[config.mk]
export PLATFORM = sky130hd
export DESIGN_NAME = dfp_port
export DESIGN_NICKNAME = d
export VERILOG_FILES = /design/src/inc/dfp_pkg.sv /design/src/design/dfp_fifo2.sv /design/src/design/dfp_port.sv /design/src/design/dfp_sync2.sv
export VERILOG_INCLUDE_DIRS = /design/src /design/src/inc
export SDC_FILE = /design/constraint.sdc
export NUM_CORES = 1
export LEC_CHECK = 0
export BUFFER_PORTS_ARGS = -buffer_cell sky130_fd_sc_hd__buf_2
export CAP_MARGIN = 40
export CORE_ASPECT_RATIO = 1.25
export CORE_MARGIN = 3
export CORE_UTILIZATION = 31
export DETAILED_ROUTE_END_ITERATION = 8
export PLACE_DENSITY = 0.6
export SLEW_MARGIN = 30
export SYNTH_ARGS = -nofsm -noshare
export SYNTH_HDL_FRONTEND = slang
export SYNTH_SLANG_ARGS = --single-unit
[constraint.sdc]
create_clock -name i_clk -period 6.02 [get_ports i_clk]
set_input_delay 0.903 -clock i_clk [delete_from_list [all_inputs] [get_ports i_clk]]
set_output_delay 0.903 -clock i_clk [all_outputs]
set_load 0.01 [all_outputs]
[src/inc/dfp_map.svh]
// register map, field positions, reset values and timing counts of the port
//
// How it works
// - channelizer frames need available cycles >= interface cycles + latency + 2.
// - cmos mode drives a data clock at converter clock / 16 for divider 1.
// - cmos data is taken on the rising edge of the internal sample clock.
// - sample clock matches data clock rate; phase set by 0x23 bits 7..4.
// - each phase step moves the capture point by one sixteenth period.
// - lvds single rate takes one word on the sample clock falling edge.
// - lvds uses both sample edges only at 32-bit width.
// - lvds data clock is converter clock / 16 for divider 1.
// - invert bit at 0x20 bit 4, divider at 0x22 bits 6..4.
// - each frame strobe rise is launched from a data clock rise.
`ifndef DFP_MAP_SVH
`define DFP_MAP_SVH

`define DFP_ADDR_INV      8'h20
`define DFP_ADDR_DIV      8'h22
`define DFP_ADDR_PHZ      8'h23
`define DFP_ADDR_CTRL     8'h24
`define DFP_ADDR_NEED     8'h25
`define DFP_ADDR_AVAIL    8'h26
`define DFP_ADDR_STAT     8'h27

`define DFP_INV_BIT       4
`define DFP_DIV_MSB       6
`define DFP_DIV_LSB       4
`define DFP_PHZ_MSB       7
`define DFP_PHZ_LSB       4
`define DFP_WID_MSB       1
`define DFP_WID_LSB       0
`define DFP_CHAN_BIT      2
`define DFP_EN_BIT        3
`define DFP_LAT_MSB       6
`define DFP_LAT_LSB       4
`define DFP_ERR_BIT       0
`define DFP_OVF_BIT       1

`define DFP_DIV_RST       3'h1
`define DFP_PHZ_RST       4'h0
`define DFP_NEED_RST      8'h08
`define DFP_AVAIL_RST     8'h10
`define DFP_LAT_MARGIN    10'h002
`define DFP_AGE_MAX       8'hFF

`endif

[src/inc/dfp_pkg.sv]
// types shared by the data input port
package dfp_pkg;

  typedef enum logic [1:0]
  {
    DFP_ST_IDLE = 2'h0,
    DFP_ST_RUN  = 2'h1,
    DFP_ST_HOLD = 2'h3
  } dfp_state_t;

  typedef enum logic [1:0]
  {
    DFP_W4  = 2'h0,
    DFP_W8  = 2'h1,
    DFP_W16 = 2'h2,
    DFP_W32 = 2'h3
  } dfp_width_t;

endpackage

[src/design/dfp_fifo2.sv]
// two-entry buffer with valid/ready on both sides, head word registered
`timescale 1ns/1ps
`default_nettype none

module dfp_fifo2 #(
  parameter int W = 32
) (
  input  wire logic         i_clk,
  input  wire logic         i_rst_n,
  input  wire logic         i_in_valid,
  output logic              o_in_ready,
  input  wire logic [W-1:0] i_in_data,
  output logic              o_out_valid,
  input  wire logic         i_out_ready,
  output logic      [W-1:0] o_out_data
);

  logic [W-1:0] head_q;
  logic [W-1:0] tail_q;
  logic         head_v_q;
  logic         tail_v_q;
  wire          push = i_in_valid & ~tail_v_q;
  wire          pop  = head_v_q & i_out_ready;

  always_ff @(posedge i_clk or negedge i_rst_n)
  begin
    if (!i_rst_n)
    begin
      head_q   <= '0;
      tail_q   <= '0;
      head_v_q <= 1'b0;
      tail_v_q <= 1'b0;
    end
    else
    begin
      if (pop)
      begin
        head_q   <= tail_v_q ? tail_q : i_in_data;
        head_v_q <= tail_v_q | push;
        tail_q   <= i_in_data;
        tail_v_q <= tail_v_q & push;
      end
      else if (push && !head_v_q)
      begin
        head_q   <= i_in_data;
        head_v_q <= 1'b1;
      end
      else if (push)
      begin
        tail_q   <= i_in_data;
        tail_v_q <= 1'b1;
      end
    end
  end

  // full only when both entries hold a word
  assign o_in_ready  = ~tail_v_q;
  assign o_out_valid = head_v_q;
  assign o_out_data  = head_q;

endmodule
`default_nettype wire

[src/design/dfp_port.sv]
// data input port: data clock, sample clock phase, frame strobe, capture
`timescale 1ns/1ps
`default_nettype none
`include "dfp_map.svh"

module dfp_port (
  input  wire logic        i_clk,
  input  wire logic        i_rst_n,
  input  wire logic [7:0]  i_addr,
  input  wire logic [7:0]  i_wr_data,
  input  wire logic        i_wr_en,
  input  wire logic        i_rd_en,
  output logic      [7:0]  o_rd_data,
  input  wire logic        i_if_sel_ctrl,
  input  wire logic        i_if_sel_bus,
  input  wire logic [31:0] i_data,
  output logic             o_data_clock_out,
  output logic             o_frame_strobe,
  output logic             o_src_hold,
  output logic      [31:0] o_word,
  output logic             o_word_valid,
  input  wire logic        i_word_ready
);

  ////////////////////////////////////////////////////////////////////////////
  // reset release and pin synchronisers

  logic        rst_n;
  logic [1:0]  sel_s;
  logic [31:0] data_s;

  dfp_sync2 #(.W(1)) u_rst_sync (
    .i_clk   (i_clk),
    .i_rst_n (i_rst_n),
    .i_d     (1'b1),
    .o_q     (rst_n)
  );

  dfp_sync2 #(.W(2)) u_sel_sync (
    .i_clk   (i_clk),
    .i_rst_n (rst_n),
    .i_d     ({i_if_sel_ctrl, i_if_sel_bus}),
    .o_q     (sel_s)
  );

  // data pins are sampled through two flops, so capture lags the pins by 2
  dfp_sync2 #(.W(32)) u_data_sync (
    .i_clk   (i_clk),
    .i_rst_n (rst_n),
    .i_d     (i_data),
    .o_q     (data_s)
  );

  ////////////////////////////////////////////////////////////////////////////
  // registers

  logic       inv_q;
  logic [2:0] div_q;
  logic [3:0] phase_q;
  logic [1:0] width_q;
  logic       chan_q;
  logic       en_q;
  logic [2:0] lat_q;
  logic [7:0] need_q;
  logic [7:0] avail_q;
  logic       err_q;
  logic       ovf_q;
  logic [7:0] rd_data_q;
  dfp_pkg::dfp_state_t state_q;
  dfp_pkg::dfp_state_t state_d;

  function automatic logic hit(input logic [7:0] a, input logic [7:0] t);
    hit = (a == t);
  endfunction

  wire wr_inv   = i_wr_en & hit(i_addr, `DFP_ADDR_INV);
  wire wr_div   = i_wr_en & hit(i_addr, `DFP_ADDR_DIV);
  wire wr_phz   = i_wr_en & hit(i_addr, `DFP_ADDR_PHZ);
  wire wr_ctrl  = i_wr_en & hit(i_addr, `DFP_ADDR_CTRL);
  wire wr_need  = i_wr_en & hit(i_addr, `DFP_ADDR_NEED);
  wire wr_avail = i_wr_en & hit(i_addr, `DFP_ADDR_AVAIL);
  wire wr_stat  = i_wr_en & hit(i_addr, `DFP_ADDR_STAT);

  ////////////////////////////////////////////////////////////////////////////
  // interface selection and data clock timing

  // straps that disagree select neither interface and stop capture
  wire is_cmos = sel_s[1] & sel_s[0];
  wire is_lvds = ~sel_s[1] & ~sel_s[0];
  wire is_ddr  = is_lvds & (width_q == dfp_pkg::DFP_W32);

  // divider 0 is treated as 1 so the clock never stops
  wire [2:0] div_eff = (div_q == 3'h0) ? `DFP_DIV_RST : div_q;
  wire [6:0] period  = {div_eff, 4'h0};
  wire [6:0] half    = {1'b0, div_eff, 3'h0};
  // one phase step is one sixteenth of the period, i.e. div_eff clocks
  wire [6:0] off     = {3'h0, phase_q} * {4'h0, div_eff};
  wire [7:0] fall_raw = {1'b0, off} + {1'b0, half};
  wire [7:0] fall_wrap = fall_raw - {1'b0, period};
  wire [6:0] fall_pos = (fall_raw >= {1'b0, period}) ? fall_wrap[6:0]
                                                      : fall_raw[6:0];
  wire [6:0] rise_pos = inv_q ? half : 7'h00;

  logic [6:0] cnt_q;
  logic       dco_q;
  wire        cnt_wrap = (cnt_q >= period - 7'h01);
  wire        dco_edge = (cnt_q == rise_pos);
  wire        dsc_rise = (cnt_q == off);
  wire        dsc_fall = (cnt_q == fall_pos);
  wire        dco_lvl  = (cnt_q < half) ^ inv_q;

  always_ff @(posedge i_clk or negedge rst_n)
  begin
    if (!rst_n)
    begin
      cnt_q <= 7'h00;
      dco_q <= 1'b0;
    end
    else
    begin
      cnt_q <= cnt_wrap ? 7'h00 : cnt_q + 7'h01;
      dco_q <= dco_lvl;
    end
  end

  ////////////////////////////////////////////////////////////////////////////
  // capture into the buffer

  function automatic logic [31:0] width_mask(input logic [1:0] w);
    case (w)
      dfp_pkg::DFP_W4:  width_mask = 32'h0000000F;
      dfp_pkg::DFP_W8:  width_mask = 32'h000000FF;
      dfp_pkg::DFP_W16: width_mask = 32'h0000FFFF;
      default:          width_mask = 32'hFFFFFFFF;
    endcase
  endfunction

  wire cap_cmos = is_cmos & dsc_rise;
  wire cap_lvds = is_lvds & (dsc_fall | (is_ddr & dsc_rise));
  wire cap      = en_q & (cap_cmos | cap_lvds);
  wire [31:0] cap_word = data_s & width_mask(width_q);
  wire        buf_ready;

  dfp_fifo2 #(.W(32)) u_buf (
    .i_clk       (i_clk),
    .i_rst_n     (rst_n),
    .i_in_valid  (cap),
    .o_in_ready  (buf_ready),
    .i_in_data   (cap_word),
    .o_out_valid (o_word_valid),
    .i_out_ready (i_word_ready),
    .o_out_data  (o_word)
  );

  // the pin-side source cannot be paused mid word; hold asks it to wait
  assign o_src_hold = ~buf_ready;
  wire   ovf_set    = cap & ~buf_ready;

  ////////////////////////////////////////////////////////////////////////////
  // frame strobe sequencer

  wire [9:0] budget_need = {2'h0, need_q} + {7'h00, lat_q} + `DFP_LAT_MARGIN;
  wire budget_ok = ~chan_q | ({2'h0, avail_q} >= budget_need);
  wire runnable  = en_q & (avail_q != 8'h00);
  wire err_set   = runnable & ~budget_ok;

  always_comb
  begin
    state_d = state_q;
    case (state_q)
      dfp_pkg::DFP_ST_IDLE:
        if (runnable)
          state_d = budget_ok ? dfp_pkg::DFP_ST_RUN : dfp_pkg::DFP_ST_HOLD;
      dfp_pkg::DFP_ST_RUN:
        if (!runnable)
          state_d = dfp_pkg::DFP_ST_IDLE;
        else if (!budget_ok)
          state_d = dfp_pkg::DFP_ST_HOLD;
      dfp_pkg::DFP_ST_HOLD:
        if (!runnable || budget_ok)
          state_d = dfp_pkg::DFP_ST_IDLE;
      default:
        state_d = dfp_pkg::DFP_ST_IDLE;
    endcase
  end

  logic [7:0] fcnt_q;
  logic       fs_q;
  wire        run = (state_q == dfp_pkg::DFP_ST_RUN);

  always_ff @(posedge i_clk or negedge rst_n)
  begin
    if (!rst_n)
    begin
      state_q <= dfp_pkg::DFP_ST_IDLE;
      fcnt_q  <= 8'h00;
      fs_q    <= 1'b0;
    end
    else
    begin
      state_q <= state_d;
      if (!run)
      begin
        fcnt_q <= 8'h00;
        if (dco_edge)
          fs_q <= 1'b0;
      end
      else if (dco_edge)
      begin
        // strobe is high for one data clock period, launched on its rise
        fs_q   <= (fcnt_q == 8'h00);
        fcnt_q <= (fcnt_q == 8'h00) ? avail_q - 8'h01 : fcnt_q - 8'h01;
      end
    end
  end

  assign o_data_clock_out = dco_q;
  assign o_frame_strobe   = fs_q;

  ////////////////////////////////////////////////////////////////////////////
  // register writes and reads

  always_ff @(posedge i_clk or negedge rst_n)
  begin
    if (!rst_n)
    begin
      inv_q   <= 1'b0;
      div_q   <= `DFP_DIV_RST;
      phase_q <= `DFP_PHZ_RST;
      width_q <= dfp_pkg::DFP_W32;
      chan_q  <= 1'b0;
      en_q    <= 1'b0;
      lat_q   <= 3'h0;
      need_q  <= `DFP_NEED_RST;
      avail_q <= `DFP_AVAIL_RST;
      err_q   <= 1'b0;
      ovf_q   <= 1'b0;
    end
    else
    begin
      if (wr_inv)
        inv_q <= i_wr_data[`DFP_INV_BIT];
      if (wr_div)
        div_q <= i_wr_data[`DFP_DIV_MSB:`DFP_DIV_LSB];
      if (wr_phz)
        phase_q <= i_wr_data[`DFP_PHZ_MSB:`DFP_PHZ_LSB];
      if (wr_ctrl)
      begin
        width_q <= i_wr_data[`DFP_WID_MSB:`DFP_WID_LSB];
        chan_q  <= i_wr_data[`DFP_CHAN_BIT];
        en_q    <= i_wr_data[`DFP_EN_BIT];
        lat_q   <= i_wr_data[`DFP_LAT_MSB:`DFP_LAT_LSB];
      end
      if (wr_need)
        need_q <= i_wr_data;
      if (wr_avail)
        avail_q <= i_wr_data;
      // a new event in the clearing cycle keeps its flag
      err_q <= err_set | (err_q & ~(wr_stat & i_wr_data[`DFP_ERR_BIT]));
      ovf_q <= ovf_set | (ovf_q & ~(wr_stat & i_wr_data[`DFP_OVF_BIT]));
    end
  end

  wire [7:0] rd_stat = {2'h0, state_q, is_ddr, is_cmos, ovf_q, err_q};
  wire [7:0] rd_mux =
    hit(i_addr, `DFP_ADDR_INV)   ? {3'h0, inv_q, 4'h0}         :
    hit(i_addr, `DFP_ADDR_DIV)   ? {1'b0, div_q, 4'h0}         :
    hit(i_addr, `DFP_ADDR_PHZ)   ? {phase_q, 4'h0}             :
    hit(i_addr, `DFP_ADDR_CTRL)  ? {1'b0, lat_q, en_q, chan_q, width_q} :
    hit(i_addr, `DFP_ADDR_NEED)  ? need_q                      :
    hit(i_addr, `DFP_ADDR_AVAIL) ? avail_q                     :
    hit(i_addr, `DFP_ADDR_STAT)  ? rd_stat                     : 8'h00;

  always_ff @(posedge i_clk or negedge rst_n)
  begin
    if (!rst_n)
      rd_data_q <= 8'h00;
    else
      rd_data_q <= i_rd_en ? rd_mux : 8'h00;
  end

  assign o_rd_data = rd_data_q;

  ////////////////////////////////////////////////////////////////////////////
  // checks: helper counters measure each data clock period

  logic [7:0] age_q;
  logic [13:0] cfg_prev_q;
  logic [6:0] per_cnt_q;
  logic [1:0] capn_q;
  logic       dco_prev_q;
  wire [13:0] cfg = {inv_q, div_q, phase_q, width_q, en_q, sel_s, chan_q};
  wire        rose_dco = dco_q & ~dco_prev_q;
  wire        settled  = (age_q == `DFP_AGE_MAX);
  wire [1:0]  cap_exp  = ~en_q ? 2'h0 : is_ddr ? 2'h2 :
                         (is_cmos | is_lvds) ? 2'h1 : 2'h0;

  always_ff @(posedge i_clk or negedge rst_n)
  begin
    if (!rst_n)
    begin
      age_q      <= 8'h00;
      dco_prev_q <= 1'b0;
      cfg_prev_q <= 14'h0000;
      per_cnt_q  <= 7'h00;
      capn_q     <= 2'h0;
    end
    else
    begin
      cfg_prev_q <= cfg;
      dco_prev_q <= dco_q;
      age_q      <= (cfg != cfg_prev_q) ? 8'h00
                  : (settled ? age_q : age_q + 8'h01);
      per_cnt_q  <= rose_dco ? 7'h01 : per_cnt_q + 7'h01;
      capn_q     <= rose_dco ? {1'b0, cap} : capn_q + {1'b0, cap};
    end
  end
endmodule
`default_nettype wire

[src/design/dfp_sync2.sv]
// two-flop synchroniser, also used as the reset release stage
`timescale 1ns/1ps
`default_nettype none

module dfp_sync2 #(
  parameter int W = 1
) (
  input  wire logic         i_clk,
  input  wire logic         i_rst_n,
  input  wire logic [W-1:0] i_d,
  output logic      [W-1:0] o_q
);

  logic [W-1:0] meta_q;
  logic [W-1:0] sync_q;

  always_ff @(posedge i_clk or negedge i_rst_n)
  begin
    if (!i_rst_n)
    begin
      meta_q <= '0;
      sync_q <= '0;
    end
    else
    begin
      meta_q <= i_d;
      sync_q <= meta_q;
    end
  end

  assign o_q = sync_q;

endmodule
`default_nettype wire

* Yosys cells after proc, flatten, opt, wreduce, memory -nomap -nowiden
Cells that the tools add are included.
** Storage, ports and cells
- Output and inout port bits :: 44
- Logic and storage cells :: 148
- Bits of input ports :: 55
- Flip-flop bits (word level) :: 196
** Operators by class
- Mux-type cells :: 36
- Add/sub/neg operators :: 8
- Reduce and logical (&&, ||, !) cells :: 13
- Bitwise gates (word level) :: 39
- Order comparisons :: 4
- Equal/unequal tests :: 20
- Multipliers :: 1
** Operators with widths (count)
- two-way mux 32 bit :: 6
- case mux 32 bit (3 select lines) :: 1
- two-way mux 8 bit :: 10
- equality test 8 x 6 -> 1 bit, second input constant :: 7
- bitwise AND 32 bit :: 1
- bitwise AND 1 bit :: 24
- subtractor 8 x 1 -> 8 bit, second input constant :: 2
- equality test 7 bit :: 2
- two-way mux 7 bit :: 2
- two-way mux 6 bit :: 2
- adder 9 x 2 -> 10 bit, second input constant :: 1
- greater-or-equal comparator 8 x 10 -> 1 bit :: 1
- two-way mux 2 bit :: 5
- adder 8 x 3 -> 9 bit :: 1
- adder 7 x 6 -> 8 bit :: 1
- greater-or-equal comparator 8 x 7 -> 1 bit :: 1
- logical NOT 8 bit :: 1
- two-way mux 1 bit :: 8
- nonzero test 8 bit :: 1
- adder 7 x 1 -> 7 bit, second input constant :: 1
- equality test 7 x 6 -> 1 bit :: 1
- greater-or-equal comparator 7 bit :: 1
- < comparator 7 x 6 -> 1 bit :: 1
- multiplier 4 x 3 -> 7 bit :: 1
- other kinds (20) :: 39

* Logic depth before layout (Yosys ltp)
- Depth after elaboration :: 15
- Mapped depth :: 24

* Modules after synthesis
From an unflattened synthesis, not the netlist that was laid out.
** Unflattened totals
- Cell total of the unflattened synthesis :: 713
- Area total of the unflattened synthesis :: 8856.0 µm²
** Modules (own cells, without submodules)
- dfp_port :: cells an instance 455, instances 1, area an instance 4360.4 µm²
- dfp_fifo2 :: cells an instance 188, instances 1, area an instance 2743.9 µm²
- dfp_sync2 at u_data_sync :: cells an instance 64, instances 1, area an instance 1601.5 µm²
- dfp_sync2 at u_sel_sync :: cells an instance 4, instances 1, area an instance 100.1 µm²
- dfp_sync2 at u_rst_sync :: cells an instance 2, instances 1, area an instance 50.0 µm²

* Worst setup path before layout
OpenSTA, ideal clock, no wires.
- Path type :: flip-flop to flip-flop
- Start :: register div_q[2]
- End :: register u_buf.tail_q[10]
- Cell stages (with the launch flop) :: 23
- Period minus slack after synthesis :: 5332 ps
- Path slack :: 688 ps
- Path buffers :: 3
- Library setup time :: 135 ps
- Arrival time :: 5198 ps
- Path through :: dfrtp_1 clkbuf_1 nand2_1 fa_1 inv_1 ha_1 inv_1 fa_1 xnor2_1 ha_1 a21o_1 a21oi_1 xnor2_1 ha_1 nand4b_1 a2111oi_4 nor3_2 and3_1 o31a_1 a311oi_4 buf_6 buf_2 o31ai_1
** On the way
- Longest elaborated chain between the ends :: 15
- Elaborated cells between the ends (all ways) :: 20
** Ends and longest elaborated chain
- start: declaration :: line dfp_port.sv:58 : logic [2:0] div_q;
- start signal: assignment :: line dfp_port.sv:228 : div_q <= `DFP_DIV_RST;
- start signal: assignment :: line dfp_port.sv:244 : div_q <= i_wr_data[`DFP_DIV_MSB:`DFP_DIV_LSB];
- logical NOT 3 bit :: line dfp_port.sv:93 : wire [2:0] div_eff = (div_q == 3'h0) ? `DFP_DIV_RST : div_q;
- two-way mux 3 bit (*) :: line dfp_port.sv:93
- multiplier 4 x 3 -> 7 bit :: line dfp_port.sv:97 : wire [6:0] off = {3'h0, phase_q} * {4'h0, div_eff};
- adder 7 x 6 -> 8 bit :: line dfp_port.sv:98 : wire [7:0] fall_raw = {1'b0, off} + {1'b0, half};
- subtractor 7 bit or greater-or-equal comparator 8 x 7 -> 1 bit (tied branches) :: line dfp_port.sv:99, dfp_port.sv:100
- two-way mux 7 bit :: line dfp_port.sv:100 : wire [6:0] fall_pos = (fall_raw >= {1'b0, period}) ? fall_wrap[6:0]
- equality test 7 bit :: line dfp_port.sv:109 : wire dsc_fall = (cnt_q == fall_pos);
- bitwise OR 1 bit :: line dfp_port.sv:139 : wire cap_lvds = is_lvds & (dsc_fall | (is_ddr & dsc_rise));
- bitwise AND 1 bit :: line dfp_port.sv:139
- bitwise OR 1 bit (*) :: line dfp_port.sv:140 : wire cap = en_q & (cap_cmos | cap_lvds);
- bitwise AND 1 bit (*) :: line dfp_port.sv:140
- bitwise AND 1 bit (*) :: line dfp_fifo2.sv:22 : wire push = i_in_valid & ~tail_v_q;
- logical AND 1 bit :: line dfp_fifo2.sv:43 : else if (push && !head_v_q)
- != test 2 x 1 -> 1 bit (no source line)
- AND reduction 2 bit (no source line) (*)
- end signal: assignment :: line dfp_fifo2.sv:40 : tail_q <= i_in_data;
- end signal: assignment :: line dfp_fifo2.sv:50 : tail_q <= i_in_data;
- end: declaration :: line dfp_fifo2.sv:19 : logic [W-1:0] tail_q;
Every way passes the cells marked *; elsewhere a longest branch is shown, timed or not.
A chain may end at the register's enable or synchronous reset.

* Worst setup path after layout
- Start :: register div_q[0]
- End :: register u_buf.tail_q[2]
The elaborated chain is that of the path after synthesis.

==> run_results.csv <==
group,metric,value,unit
cells_and_area,nNetsFinal,1024,
global_route,globalRoute.totalOverflow,0,
pwr,irDropWorstVdd,0.1424,mV
clocking,postCtsHoldBufs,0,
yosys,synth_area_leaders,"dfrtp_1, ha_1, mux2_2",
flow_run,cap_violations,0,
clocking,cts_tree,"done",
setup_path,critPathRequiredTime,6340,ps
place,placedInstanceArea,10050,sq um
routing,routedWlPerCell,16.13,microns
global_route,antenna_found_initial,0,
setup_path,worst_r2r_endpoint,"u_buf.tail_q[2]$_DFFE_PN0P_",
cells_and_area,post_route_cells_drive_above_1_share,21.06,%
yosys,asyncSetResetFlopFracSynth,100.0,%
cells_and_area,postLayoutCellArea,10660,sq um
setup_path,regToRegStartpoint,"div_q[0]$_DFFE_PN1P_",
floorplan,die_width,159.5,microns
cells_and_area,layout.cells.most_common_list,"dfrtp_1, buf_2, nor2_1, nand2_1, o21ai_0",
routing,number_of_violations_reported_at_the_end_of_detailed_routing_iteration_0,362,
pwr,finalPower,3.227,mW
setup_path,worst_path_max_stage_delay,570,ps
setup_path,arrival,5930,ps
yosys,syn_nets,938,
setup_path,critical-path-slowest-cell,"dfstp_2",
yosys,synth-edff-count,0,
setup_path,critPathCaptureType,"flop",
cells_and_area,final_common_cell,"dfrtp_1",
timing,max_freq,0.1781,GHz
routing,final_antenna_net_count,0,
timing,final_period_minus_worst_setup_slack,5614,ps
timing,postLayoutSetupSlackWorst,406.4,ps
place,placement.io_buffers,98,
timing,max_slew_violation_count,0,
run_status,status,"finished, final reports clean",
timing,fin_crit_sh,93.25,%
pwr,power_leakage,4.810,nW
timing,setup-tns-final,0,ps
floorplan,initial_core_util,31.74,%
yosys,synth_largest_area_cell,"dfrtp_1",
global_route,global_route_wire_length_before_repair,35290,microns
floorplan,area_inside_the_core_boundary,28750,sq um
timing,hold_violations,0,
timing,grt_setup_unrepaired,"no",
global_route,groute.usage.overall,13.98,%
yosys,summed_instance_area_of_the_synthesized_netlist,9125,sq um
timing,max_slew_margin,47.15,%
cells_and_area,n_fill_cell,2815,
yosys,synthDistinctLibCells,60,
clocking,cts-root-buf,"clkbuf_16",
yosys,avgSynthCellArea,10.84,sq um
global_route,largest_net_degree_at_the_start_of_global_routing,103,
timing,hold_ws,236.7,ps
routing,drc,0,
cells_and_area,finish.cell_count_without_fillers,1330,
routing,vias,6523,
yosys,netlist_instances,842,
setup_path,path_class,"reg2reg",
setup_path,worst_path_most_repeated_cell,"ha_1",
timing,fin_skew,15.77,ps
clocking,total_cts_buffers,17,
setup_path,reg2regPathDepth,22,
clocking,cts-root-to-sink-buffers,2,
global_route,grt_pass1_vias,6668,
yosys,yosys_most_used_dff,"dfrtp_1",
floorplan,boundaryPins,99,
floorplan,overall_die_height,197.8,microns
clocking,cts_sinks,196,
cells_and_area,flow.area_growth_from_synthesis,16.80,%
routing,drt_pass1_iterations,6,
floorplan,rows,69,
clocking,path_clk_slew,70,ps
place,hpwl,15110,microns
yosys,ys_ff_latch,196,
cells_and_area,layout.core_utilization,37.07,%
setup_path,cp-start-kind,"flop",
clocking,ctsHtreeMaxLevel,4,
routing,vias_per_cell,4.905,
pwr,power.density_cell_area,302.7,nW/um^2
setup_path,critPathMaxFanout,9,
clocking,clock_insertion_delay_worst_skew,440,ps
place,placement_setup_slack,353.1,ps
place,post-place-cells,1296,
timing,max_slew.worst_pin.slew,789.9,ps
yosys,post_synthesis_sequential_area_ratio,53.82,%
timing,report.final.setup_viol,0,
routing,wl,21450,microns
min_path,hold_path.class,"in2async",
setup_path,path_cells,"o21bai_4 > nand2_1 > fa_1 > inv_1 > ha_1 > inv_1 > fa_1 > xnor2_1 > ha_1 > a21o_1 > a21oi_1 > xnor2_1 > ha_1 > nand4b_1 > a2111oi_4 > nor3_2 > and3_1 > o31a_1 > a311oi_4 > nor2_1 > buf_4 > mux2_2",
cells_and_area,antennaDiodeCount,0,
yosys,ys_warn_count,0,
floorplan,die_area,31540,sq um
place,gp_routability_congestion,0.8263,
yosys,post-synth-top-area-fraction,52.38,%
setup_path,reg2reg_slack,410,ps
state kept, by name (all words and copies together) (netlist names), 7 cells and up:
signal	cells
o_rd_data	8
u_buf.o_out_data	32
u_buf.tail_q	32
cnt_q	7
need_q	8
avail_q	8
u_data_sync.o_q	32
u_data_sync.meta_q	32
fcnt_q	8
routing by layer:
layer  share of wire, %  track usage (%)  up-vias
li1                   -                -     3163
met1                 44            17.35     3214
met2                 50            24.55      129
met3                3.8            2.762       17
met4                1.5            4.541        0
met5                  0                0        -
cell type report:
| class | instances | area, sq um | share of cell area (%) |
|---|---|---|---|
| Clock inverter | 12 | 120.1 | 1.127 |
| Tap cell | 390 | 488.0 | 4.579 |
| Clock buffer | 19 | 432.9 | 4.062 |
| Multi-Input combinational cell | 563 | 3877 | 36.38 |
| Timing Repair Buffer | 114 | 686.9 | 6.445 |
| Inverter | 36 | 137.6 | 1.291 |
| Sequential cell | 196 | 4915 | 46.11 |
worst max-delay path by stage:
stage | startpoint | endpoint | slack [ps] | cells past startpoint
3_5_place_dp | div_q[0]$_DFFE_PN1P_ | u_buf.tail_q[31]$_DFFE_PN0P_ | 350 | 22
4_1_cts | div_q[0]$_DFFE_PN1P_ | u_buf.tail_q[28]$_DFFE_PN0P_ | 340 | 22
3_3_place_gp | div_q[0]$_DFFE_PN1P_ | u_buf.tail_q[17]$_DFFE_PN0P_ | 540 | 22
5_1_grt | div_q[0]$_DFFE_PN1P_ | u_buf.tail_q[12]$_DFFE_PN0P_ | 10 | 22
6_report | div_q[0]$_DFFE_PN1P_ | u_buf.tail_q[2]$_DFFE_PN0P_ | 410 | 22
2_1_floorplan | u_rst_sync.o_q$_DFF_PN0_ | avail_q[0]$_DFFE_PN0P_ | 160 | 0
synth_stat cells, types with 2 or more instances:
| cell | count |
|---|---|
| dfrtp_1 | 191 |
| a22oi_1 | 8 |
| clkbuf_1 | 34 |
| o211ai_1 | 10 |
| dfstp_2 | 5 |
| xnor2_1 | 16 |
| mux2i_1 | 3 |
| buf_2 | 7 |
| a32oi_1 | 3 |
| buf_4 | 2 |
| nand2_1 | 81 |
| nor4_1 | 5 |
| o21ai_0 | 57 |
| nand4_1 | 2 |
| xor2_1 | 11 |
| o31a_1 | 2 |
| or2_2 | 2 |
| inv_1 | 36 |
| o22ai_1 | 4 |
| mux2_2 | 37 |
| and3_1 | 4 |
| nor3_1 | 16 |
| nor2_1 | 89 |
| nand3_1 | 11 |
| a21o_1 | 9 |
| nand3b_1 | 5 |
| o311ai_0 | 2 |
| ha_1 | 35 |
| nor3b_1 | 6 |
| and2_1 | 13 |
| fa_1 | 6 |
| buf_6 | 2 |
| a311o_1 | 9 |
| o31ai_1 | 30 |
| nand2b_1 | 5 |
| buf_1 | 2 |
| a211oi_1 | 5 |
| a221oi_1 | 25 |
| nor2b_1 | 3 |
| a21oi_1 | 26 |
| a222oi_1 | 4 |
critical path: cells and delay by family (launching register included):
kind                       cells  cell delay (ps)
adders and majority gates      5             1620
xor gates and xnor gates       2              370
and+or+nand+nor                5              670
DFF                            1              570
AOI/OAI and AO/OA              6             1660
muxes                          1              270
buffers and inverters          3              320
cells by family (layout without fill, tap and decap cells):
logic type	count (synthesis)	in the layout	synth area share [%]
buffers and inverters	83	181	3.757
adders and majority gates	41	41	6.116
xor gates and xnor gates	28	28	2.838
other	1	1	0.04110
DFF	196	196	53.82
AOI/OAI and AO/OA	205	205	16.13
and+or+nand+nor	248	248	12.41
muxes	40	40	4.895
repair_timing:
item                                    4_1_cts  5_1_grt
gates resized for setup                       0        2
endpoints found under the setup margin        0       22
setup buffers                                 0        1
report_power, final:
| group | switching (mW) | internal (mW) | leakage, nW |
|---|---|---|---|
| sequential | 0.128 | 1.45 | 2.44 |
| combinational | 0.302 | 0.270 | 2.11 |
| clock | 0.539 | 0.543 | 0.262 |
| total | 0.968 | 2.26 | 4.81 |
Note: power is estimated with default switching activity, not from simulation.
